**src/rtl/watchdog_pkg.sv**
```systemverilog
// Constants, carrier structs and state layout of the countdown watchdog.
// Assumes a single 200 MHz system clock and an APB master with 32-bit data.
package watchdog_pkg;

  // ----------------------------------------------------------------
  // Timing
  // ----------------------------------------------------------------
  localparam int CLK_MHZ          = 200;
  localparam int DECREMENT_CYCLES = 3072;
  localparam int RST_PULSE_NS     = 500;
  localparam int RST_PULSE_CYCLES = (RST_PULSE_NS * CLK_MHZ) / 1000;

  // ----------------------------------------------------------------
  // Widths, map and field positions
  // ----------------------------------------------------------------
  localparam int CNT_W   = 7;
  localparam int PRESC_W = 12;
  localparam int PULSE_W = 8;
  localparam int ADDR_W  = 8;

  localparam logic [ADDR_W-1:0] WDG_CTRL_ADDR   = 8'hD8;
  localparam logic [ADDR_W-1:0] WDG_STATUS_ADDR = 8'hDC;
  localparam logic [7:0]        WDG_CTRL_RESET  = 8'hFE;
  localparam logic [CNT_W-1:0]  CNT_EXPIRE_FROM = 7'h40;

  localparam int ARM_BIT     = 0;
  localparam int RESTART_BIT = 1;
  localparam int ST_ARMED    = 0;
  localparam int ST_WAIT     = 1;
  localparam int ST_STOP     = 2;
  localparam int ST_HW_OPT   = 3;
  localparam int ST_EXT_OPT  = 4;

  // ----------------------------------------------------------------
  // Types
  // ----------------------------------------------------------------
  typedef enum logic [1:0] {MODE_RUN, MODE_WAIT, MODE_STOP} power_mode_t;

  typedef struct packed {
    logic              psel;
    logic              penable;
    logic              pwrite;
    logic [ADDR_W-1:0] paddr;
    logic [31:0]       pwdata;
  } apb_req_t;

  typedef struct packed {
    logic        pready;
    logic        pslverr;
    logic [31:0] prdata;
  } apb_rsp_t;

  typedef struct packed {
    apb_rsp_t           rsp;
    logic               strap_done;
    logic               hw_opt;
    logic               ext_opt;
    logic               armed;
    logic [CNT_W-1:0]   cnt;
    logic [PRESC_W-1:0] presc;
    logic [PULSE_W-1:0] pulse;
    logic               rst_n;
    power_mode_t        mode;
    logic               wait_o;
    logic               stop_o;
  } wdg_state_t;

  // Counter bits sit reversed in bits 7:2, restart flag in bit 1
  function automatic logic [7:0] ctrl_image(input logic [CNT_W-1:0] cnt,
                                            input logic armed);
    logic [7:0] v;
    v = 8'h00;
    for (int i = 0; i < CNT_W - 1; i++) begin
      v[7-i] = cnt[i];
    end
    v[RESTART_BIT] = cnt[CNT_W-1];
    v[ARM_BIT]     = armed;
    return v;
  endfunction : ctrl_image

  function automatic logic [CNT_W-1:0] ctrl_count(input logic [7:0] v);
    logic [CNT_W-1:0] c;
    c = '0;
    for (int i = 0; i < CNT_W - 1; i++) begin
      c[i] = v[7-i];
    end
    c[CNT_W-1] = v[RESTART_BIT];
    return c;
  endfunction : ctrl_count

endpackage : watchdog_pkg

```
**src/rtl/watchdog_countdown_reset.sv**
```systemverilog
// Countdown watchdog with software restart, APB register access and STOP gating.
// Assumes option straps stable around reset and all inputs synchronous to clk_sys_in.
`timescale 1ns/1ps

module watchdog_countdown_reset
  import watchdog_pkg::*;
#(
  parameter int DEC_CYCLES   = watchdog_pkg::DECREMENT_CYCLES,
  parameter int PULSE_CYCLES = watchdog_pkg::RST_PULSE_CYCLES
) (
  // Clock and reset
  input  wire logic                  clk_sys_in,
  input  wire logic                  nrst_in,
  // Register bus
  input  wire watchdog_pkg::apb_req_t apb_in,
  output watchdog_pkg::apb_rsp_t      apb_out,
  // Option straps
  input  wire logic                  hardware_arming_option_in,
  input  wire logic                  external_stop_gating_option_in,
  // Core power control
  input  wire logic                  stop_instr_in,
  input  wire logic                  wake_in,
  input  wire logic                  nmi_in,
  output logic                       wait_mode_out,
  output logic                       stop_mode_out,
  // Reset pin drive
  output logic                       reset_pin_n_out
);
  import watchdog_pkg::*;

  // ----------------------------------------------------------------
  // State
  // ----------------------------------------------------------------
  wdg_state_t s_q;
  wdg_state_t s_d;
  logic       access;
  logic       taken;
  logic       wr_ctrl;
  logic       tick;
  logic       fire;
  logic [7:0] wbyte;

  localparam logic [PRESC_W-1:0] PRESC_LAST = PRESC_W'(DEC_CYCLES - 1);
  localparam logic [PULSE_W-1:0] PULSE_LOAD = PULSE_W'(PULSE_CYCLES);

  always_comb begin
    s_d     = s_q;
    fire    = 1'b0;
    wbyte   = apb_in.pwdata[7:0];
    access  = apb_in.psel & apb_in.penable;
    taken   = access & s_q.rsp.pready;
    wr_ctrl = taken & apb_in.pwrite & (apb_in.paddr == WDG_CTRL_ADDR);
    tick    = (s_q.presc == PRESC_LAST) & (s_q.mode != MODE_STOP);

    // ----------------------------------------------------------------
    // APB slave: one wait state, answer on second access cycle
    // ----------------------------------------------------------------
    s_d.rsp.pready = access & ~s_q.rsp.pready;
    if (access & ~s_q.rsp.pready) begin
      s_d.rsp.pslverr = 1'b0;
      s_d.rsp.prdata  = '0;
      case (apb_in.paddr)
        WDG_CTRL_ADDR: begin
          // Arming bit reads back the armed state
          s_d.rsp.prdata[7:0] = ctrl_image(s_q.cnt, s_q.armed);
        end
        WDG_STATUS_ADDR: begin
          s_d.rsp.prdata[ST_ARMED]   = s_q.armed;
          s_d.rsp.prdata[ST_WAIT]    = s_q.mode == MODE_WAIT;
          s_d.rsp.prdata[ST_STOP]    = s_q.mode == MODE_STOP;
          s_d.rsp.prdata[ST_HW_OPT]  = s_q.hw_opt;
          s_d.rsp.prdata[ST_EXT_OPT] = s_q.ext_opt;
        end
        default: begin
          s_d.rsp.pslverr = 1'b1;
        end
      endcase
    end else if (taken) begin
      s_d.rsp.pslverr = 1'b0;
      s_d.rsp.prdata  = '0;
    end

    // ----------------------------------------------------------------
    // Option straps, caught on the first edge after reset release
    // ----------------------------------------------------------------
    if (!s_q.strap_done) begin
      s_d.strap_done = 1'b1;
      s_d.hw_opt     = hardware_arming_option_in;
      s_d.ext_opt    = external_stop_gating_option_in;
      s_d.armed      = hardware_arming_option_in;
    end

    // ----------------------------------------------------------------
    // Prescaler and countdown
    // ----------------------------------------------------------------
    // WAIT keeps counting; STOP only freezes
    if (s_q.mode != MODE_STOP) begin
      s_d.presc = tick ? '0 : s_q.presc + 1'b1;
    end
    if (tick) begin
      s_d.cnt = s_q.cnt - 1'b1;
      if (s_q.armed && s_q.cnt == CNT_EXPIRE_FROM) begin
        fire = 1'b1;
      end
    end

    // Write beats a coincident decrement
    if (wr_ctrl) begin
      s_d.cnt   = ctrl_count(wbyte);
      s_d.presc = '0;
      fire      = 1'b0;
      s_d.armed = s_q.armed | s_q.hw_opt | wbyte[ARM_BIT];
      if (s_d.armed && !wbyte[RESTART_BIT]) begin
        fire = 1'b1;
      end
    end

    // ----------------------------------------------------------------
    // Reset pulse, independent of later counter activity
    // ----------------------------------------------------------------
    // Cycle-counted pulse
    if (s_q.pulse != '0) begin
      s_d.pulse = s_q.pulse - 1'b1;
    end else if (fire) begin
      s_d.pulse = PULSE_LOAD;
    end
    s_d.rst_n = s_d.pulse == '0;

    // ----------------------------------------------------------------
    // STOP / WAIT handling
    // ----------------------------------------------------------------
    case (s_q.mode)
      MODE_RUN: begin
        if (stop_instr_in) begin
          if (!s_q.armed) begin
            s_d.mode = MODE_STOP;
          end else if (s_q.ext_opt && nmi_in) begin
            s_d.mode = MODE_STOP;
          end else begin
            s_d.mode = MODE_WAIT;
          end
        end
      end
      MODE_WAIT, MODE_STOP: begin
        if (wake_in) begin
          s_d.mode = MODE_RUN;
        end
      end
      default: begin
        s_d.mode = MODE_RUN;
      end
    endcase
    s_d.wait_o = s_d.mode == MODE_WAIT;
    s_d.stop_o = s_d.mode == MODE_STOP;
  end

  // ----------------------------------------------------------------
  // Registers
  // ----------------------------------------------------------------
  always_ff @(posedge clk_sys_in or negedge nrst_in) begin
    if (!nrst_in) begin
      s_q            <= '0;
      // Count and restart flag all ones, disarmed
      s_q.cnt        <= ctrl_count(WDG_CTRL_RESET);
      s_q.armed      <= WDG_CTRL_RESET[ARM_BIT];
      s_q.rst_n      <= 1'b1;
      s_q.mode       <= MODE_RUN;
    end else begin
      s_q <= s_d;
    end
  end

  assign apb_out         = s_q.rsp;
  assign wait_mode_out   = s_q.wait_o;
  assign stop_mode_out   = s_q.stop_o;
  assign reset_pin_n_out = s_q.rst_n;

  // ----------------------------------------------------------------
  // Assertions
  // ----------------------------------------------------------------
  localparam int PULSE_HOLD = PULSE_CYCLES - 1;
endmodule : watchdog_countdown_reset

```
**config.mk**
```make
export PLATFORM = sky130hd
export DESIGN_NAME = watchdog_countdown_reset
export DESIGN_NICKNAME = d
export VERILOG_FILES = /design/src/rtl/watchdog_pkg.sv /design/src/rtl/watchdog_countdown_reset.sv
export SDC_FILE = /design/constraint.sdc
export NUM_CORES = 1
export LEC_CHECK = 0
export BUFFER_PORTS_ARGS = -buffer_cell sky130_fd_sc_hd__buf_2
export CORE_MARGIN = 4
export CORE_UTILIZATION = 55
export DETAILED_ROUTE_END_ITERATION = 7
export GPL_TIMING_DRIVEN = 0
export PLACE_DENSITY = 0.94
export SYNTH_ARGS = -nofsm -noshare
export SYNTH_HDL_FRONTEND = slang
export SYNTH_SLANG_ARGS = --single-unit
```
**constraint.sdc**
```tcl
create_clock -name clk_sys_in -period 3.78 [get_ports clk_sys_in]
set_input_delay 0.189 -clock clk_sys_in [delete_from_list [all_inputs] [get_ports clk_sys_in]]
set_output_delay 0.189 -clock clk_sys_in [all_outputs]
set_load 0.05 [all_outputs]
```
==> impl_metrics.toml, run 1 <==
[status]
outcome = "finished, final reports clean"

[floorplanning]
rows = 25
fp.dieW_um = 78.38
start_util = 0.5729
core_sq_um = 4755
io_pins = 87
die_area_sq_um = 6143
fp.dieH_um = 78.38

[sta]
slew_headroom = 0.3478
hold_viol = 0
setup_viol = 0
final_max_slew_viol_count = 0
min_period_ns = 2.262
max_freq_mhz = 442.2
worst_slew_pin_slew_ns = 0.9784
rsz0062_at_grt = "no"
fin_tns_setup_ns = 0
whs_ns = 0.03610
finClkSkew_ns = 0.002749
finalCritPeriodShare = 0.5983

[global_route]
grt_pass1_wl_um = 9266
grt_max_degree = 47
grt.overflow.total = 0
grtUsageTotal = 0.1877
grt_pass1_vias = 2115
antenna_found_initial = 0

[clocking]
cts_buffers = 5
clock_latency_ns = 0.30
htreeDepth = 2
cts_tree = "done"
cts_buffer_depth = 2
cts_sinks = 46
path_clk_slew_ns = 0.08
holdBufCountCts = 0
root_buffer = "clkbuf_8"
post_cts_buffers = 0
cts_resized = 0

[drt]
vias = 2073
routed.top_layer = "met4"
wl_met1_um = 2340
route.met3.wl_um = 278
firstDrtPassIters = 4
drc = 0
via_per_inst = 5.081
routed_wl_um = 5481
dr_wl_met2_um = 2718
wl_per_cell_um = 13.43
ant_nets = 0
dr.first_iter.drc_count = 132

[synthesis]
synth_most_common_cell = "dfrtp_1"
yosys.area.top_type = "dfrtp_1"
ys_ff_latch = 46
synth_area_sq_um = 2724
ys_async_sr_fraction = 1.000
synth_commonest_cells = "38 x dfrtp_1, 36 x buf_4, 26 x nand2_1"
ys_warn_count = 0
yosysTopAreaCellShare = 0.3491
synth_flop_cell = "dfrtp_1"
ys_top_cells_by_area = "dfrtp_1 35%, buf_4 9.9%, dfstp_2 7.7%"
synth_edf_count = 0
syn_inst = 273
synth_cell_type_count = 55
postSynthAreaPerCell_sq_um = 9.978
ys_seq_area_frac = 0.4263

[power_and_ir_drop]
p_leak_nw = 1.553
power.density_nw_per_um2 = 433.0
ir_worst_vdd_mv = 0.1826

[finish]
fin_nets = 399
area_growth_syn_to_layout_pct = 17.04
layout-drive-gt1-share = 0.3138
diodes = 0

[worst_setup_path]
start_kind = "register"
cp_data_arrival_time_ns = 2.45
path_class = "register to register"
cp_max_fo = 7
critical_path_required_ns = 3.97
endpoint_kind = "register"

[placed_design]
gp_congestion = 0.8733
dp_hpwl_um = 4162
port_buffers = 37

[min_path]
hp-class = "input pin to asynchronous set/reset pin"

[job]
maxCapViolations = 0
final timing paths:
kind                       slack [ns]     endpoint  cells after the start        from
max                              1.52       s_q[5]                      8      s_q[2]
min                              0.04  apb_out[33]                      1     nrst_in
max reg2reg                      1.52       s_q[5]                      8      s_q[2]
min reg2reg                      0.48   apb_out[2]                      2  apb_out[2]
max in group asynchronous        3.13       s_q[8]                      1     nrst_in
min in group clk_sys_in          0.08      s_q[28]                      3   apb_in[4]
sequential cells by signal (all words and copies together) (netlist names):
signal,cells
apb_out,10
reset_pin_n_out,1
s_q,33
stop_mode_out,1
wait_mode_out,1
report_power, final:
part / internal, mW / switching, mW
clock network: 0.195 / 0.167
logic: 0.139 / 0.245
registers: 0.556 / 0.0776
total: 0.890 / 0.490
final cells by class:
| type | count | area [sq um] |
|---|---|---|
| buffer | 40 | 292.8 |
| clock buffer | 5 | 68.82 |
| clock inverter | 3 | 40.04 |
| fill | 381 | 1567 |
| inverter | 12 | 45.04 |
| multi-input combinational | 198 | 1311 |
| sequential | 46 | 1161 |
| tap | 67 | 83.83 |
| timing repair buffer | 37 | 185.2 |
logic make-up (layout without fill, tap and decap cells):
logic type | Yosys count | count (layout) | share of synthesized area
simple gates | 95 | 95 | 0.2131
xor+xnor | 15 | 15 | 0.04823
fa+ha+maj | 9 | 9 | 0.04134
other cells | 2 | 25 | 0.002757
mux | 9 | 9 | 0.03491
buf+inv | 52 | 97 | 0.1240
flops | 46 | 46 | 0.4263
compound gates | 45 | 45 | 0.1093
metrics by stage:
stage / setup WS (ns) / power [mW] / std cells / util / area [sq um]
2_1_floorplan: 1.746 / 0.9239 / 296 / - / 2810
3_5_place_dp: 1.540 / 1.022 / 400 / 0.6476 / 3079
3_3_place_gp: 1.601 / 0.9983 / 400 / 0.6476 / 3079
6_report: 1.518 / 1.380 / 408 / 0.6705 / 3188
4_1_cts: 1.509 / 1.382 / 408 / 0.6705 / 3188
5_1_grt: 1.388 / 1.450 / 408 / 0.6705 / 3188
critical path, stage by stage (launching register included):
cell and delay (ns):
dfrtp_1 0.41, inv_1 0.08, ha_1 0.23, nand3b_1 0.22
or4_1 0.49, buf_4 0.19, nor3_4 0.15, nor3_2 0.09
mux2_2 0.28
per-layer routing:
metal / vias up / global-route usage
li1: 1023 / -
met1: 955 / 0.2321
met2: 81 / 0.3228
met3: 14 / 0.03899
met4: 0 / 0.06993
met5: - / 0
layout by cell type (no fill, tap or decap), types with 7 or more instances in the layout:
cell type	Yosys	layout
a21oi_1	10	10
buf_2	0	37
buf_4	36	36
conb_1	2	25
dfrtp_1	38	38
dfstp_2	8	8
ha_1	9	9
inv_1	12	12
nand2_1	26	26
nand3_1	7	7
nor2_1	22	22
o21ai_0	12	12
xnor2_1	9	9
No activity file was read; power rests on OpenSTA's default activity.
==> run 2, diff against run 1 <==
Settings changed: CORE_UTILIZATION 55 to 51, PLACE_DENSITY 0.94 to 0.89.
Clock period 3.78 ns to 2.1 ns, I/O delays scaled along.
==> impl_metrics.toml, run 2 (synthesized netlist as in run 1, its figures left out) <==
[status]
failed_checks = "negative hold slack"
outcome = "complete, but fails checks"

[power_and_ir_drop]
seqPwrFrac = 0.438
netSwitchingFraction = 0.3557
p_switching_mw = 0.9135
power.density_nw_per_um2 = 774.3
power_frac_comb = 0.308
clkPwrFrac = 0.253
ir_worst_vdd_mv = 0.4079
p_leak_nw = 1.629
internal-power_mw = 1.655

[global_route]
grt_pass1_wl_um = 9177
grtUsageTotal = 0.1791
grt_max_degree = 47
antenna_found_initial = 0
grt.overflow.total = 0
grt_pass1_vias = 2008

[clocking]
cts_sinks = 46
clock_latency_ns = 0.30
path_clk_slew_ns = 0.08
cts_buffer_depth = 2
root_buffer = "clkbuf_8"
cts_buffers = 5
cts_tree = "done"
htreeDepth = 2

[sta]
worst_slew_pin_slew_ns = 0.9935
setup_slack_ns = 0.02863
finalCritPeriodShare = 0.9864
final_max_slew_viol_count = 0
fin_tns_setup_ns = 0
max_freq_mhz = 482.8
whs_ns = -0.02488
rsz0062_at_grt = "yes"
slew_headroom = 0.3377
hold_viol = 38
finClkSkew_ns = 0.007196
setup_viol = 0
min_period_ns = 2.071

[worst_setup_path]
regToRegStartpoint = "s_q[14]"
cp_data_arrival_time_ns = 2.26
r2r_slack_ns = 0.03
critical_path_required_ns = 2.29
endpoint_kind = "register"
path_class = "register to register"
reg2reg_depth = 7
start_kind = "register"
cp_max_fo = 7
timing.rr.end = "s_q[5]"

[drt]
drc = 0
ant_nets = 0
via_per_inst = 5.193
wl_per_cell_um = 13.66
dr.first_iter.drc_count = 124
routed_wl_um = 5793
firstDrtPassIters = 4
vias = 2202

[finish]
utilization = 0.6453
largest_register = "s_q"
mostFrequentLayoutCells = "46 x buf_4, 37 x buf_2, 35 x dfrtp_1"
diodes = 0
final_common_cell = "buf_4"
area_growth_syn_to_layout_pct = 21.77
largest_reg_flops = 33
layout-drive-gt1-share = 0.3475
fin_nets = 412
stdcell_area_sq_um = 3317

[floorplanning]
fp.dieH_um = 81.08
rows = 26
start_util = 0.5299
core_sq_um = 5140
die_area_sq_um = 6574
fp.dieW_um = 81.08
io_pins = 87

[placed_design]
dp_slack_ns = -0.09909
dpl_cell_area_sq_um = 3083
port_buffers = 37
gp_congestion = 0.8715
dp_hpwl_um = 4186

[min_path]
hp-class = "input pin to asynchronous set/reset pin"

[job]
maxCapViolations = 0
run 2: cell count changes in the layout (fill, tap and decap cells not counted), sizes merged:
cell,change
dlygate4sd3,+2
buf,+11
run 2: through the flow:
| step | power [mW] | cells |
|---|---|---|
| 3_3_place_gp | 1.799 | 403 |
| 6_report | 2.568 | 424 |
| 2_1_floorplan | 1.663 | 296 |
| 5_1_grt | 2.693 | 424 |
| 3_5_place_dp | 1.836 | 403 |
| 4_1_cts | 2.537 | 415 |
run 2: worst max-delay path, stage by stage (launching register included):
cell and delay, ns:
dfrtp_1 0.40, ha_2 0.23, nand4b_1 0.15, or4_4 0.51, buf_6 0.16, nor3_4 0.14
nor3_2 0.10, mux2_2 0.28
run 2: final cells by class:
| class | instances | area [sq um] |
|---|---|---|
| Buffer | 40 | 296.5 |
| Clock buffer | 5 | 68.82 |
| Clock inverter | 3 | 40.04 |
| Fill cell | 421 | 1823 |
| Inverter | 12 | 45.04 |
| Multi-Input combinational cell | 198 | 1326 |
| Sequential cell | 46 | 1165 |
| Tap cell | 70 | 87.58 |
| Timing Repair Buffer | 50 | 287.8 |
run 2: repair_timing:
item                                    4_1_cts  5_1_grt
endpoints found under the setup margin        9        8
resized for setup                             1        6
pin swaps                                     1        2
hold buffers                                  1        1
hold endpoints to repair                      1        1
setup buffers                                 3        8
run 2: power groups by stage:
stage / Clock (mW) / Combinational, mW / Sequential, mW
floorplan: 0 / 0.482 / 1.18
global placement: 0 / 0.651 / 1.15
detailed placement: 0 / 0.680 / 1.16
CTS: 0.653 / 0.764 / 1.12
global route: 0.686 / 0.866 / 1.14
finish: 0.650 / 0.792 / 1.13
run 2: worst max-delay path by stage:
stage                     startpoint               to  slack (ns)  depth (start not counted)
after global placement        s_q[2]           s_q[5]       -0.06                          8
after global routing          s_q[2]           s_q[5]       -0.04                          8
after floorplan               s_q[2]           s_q[5]        0.07                          8
after CTS                     s_q[7]  reset_pin_n_out       0.006                          5
final                        s_q[14]           s_q[5]        0.03                          7
after detailed placement      s_q[2]           s_q[5]        -0.1                          8
run 2: metal layers:
| layer | track usage | wire (um) | part of all wire | vias to the layer above |
|---|---|---|---|---|
| met5 | 0 | 0 | 0 | - |
| met4 | 0.07432 | 120 | 0.021 | 0 |
| met3 | 0.02661 | 309 | 0.053 | 17 |
| met2 | 0.3136 | 2979 | 0.51 | 73 |
| met1 | 0.2199 | 2384 | 0.41 | 1058 |
| li1 | - | - | - | 1054 |
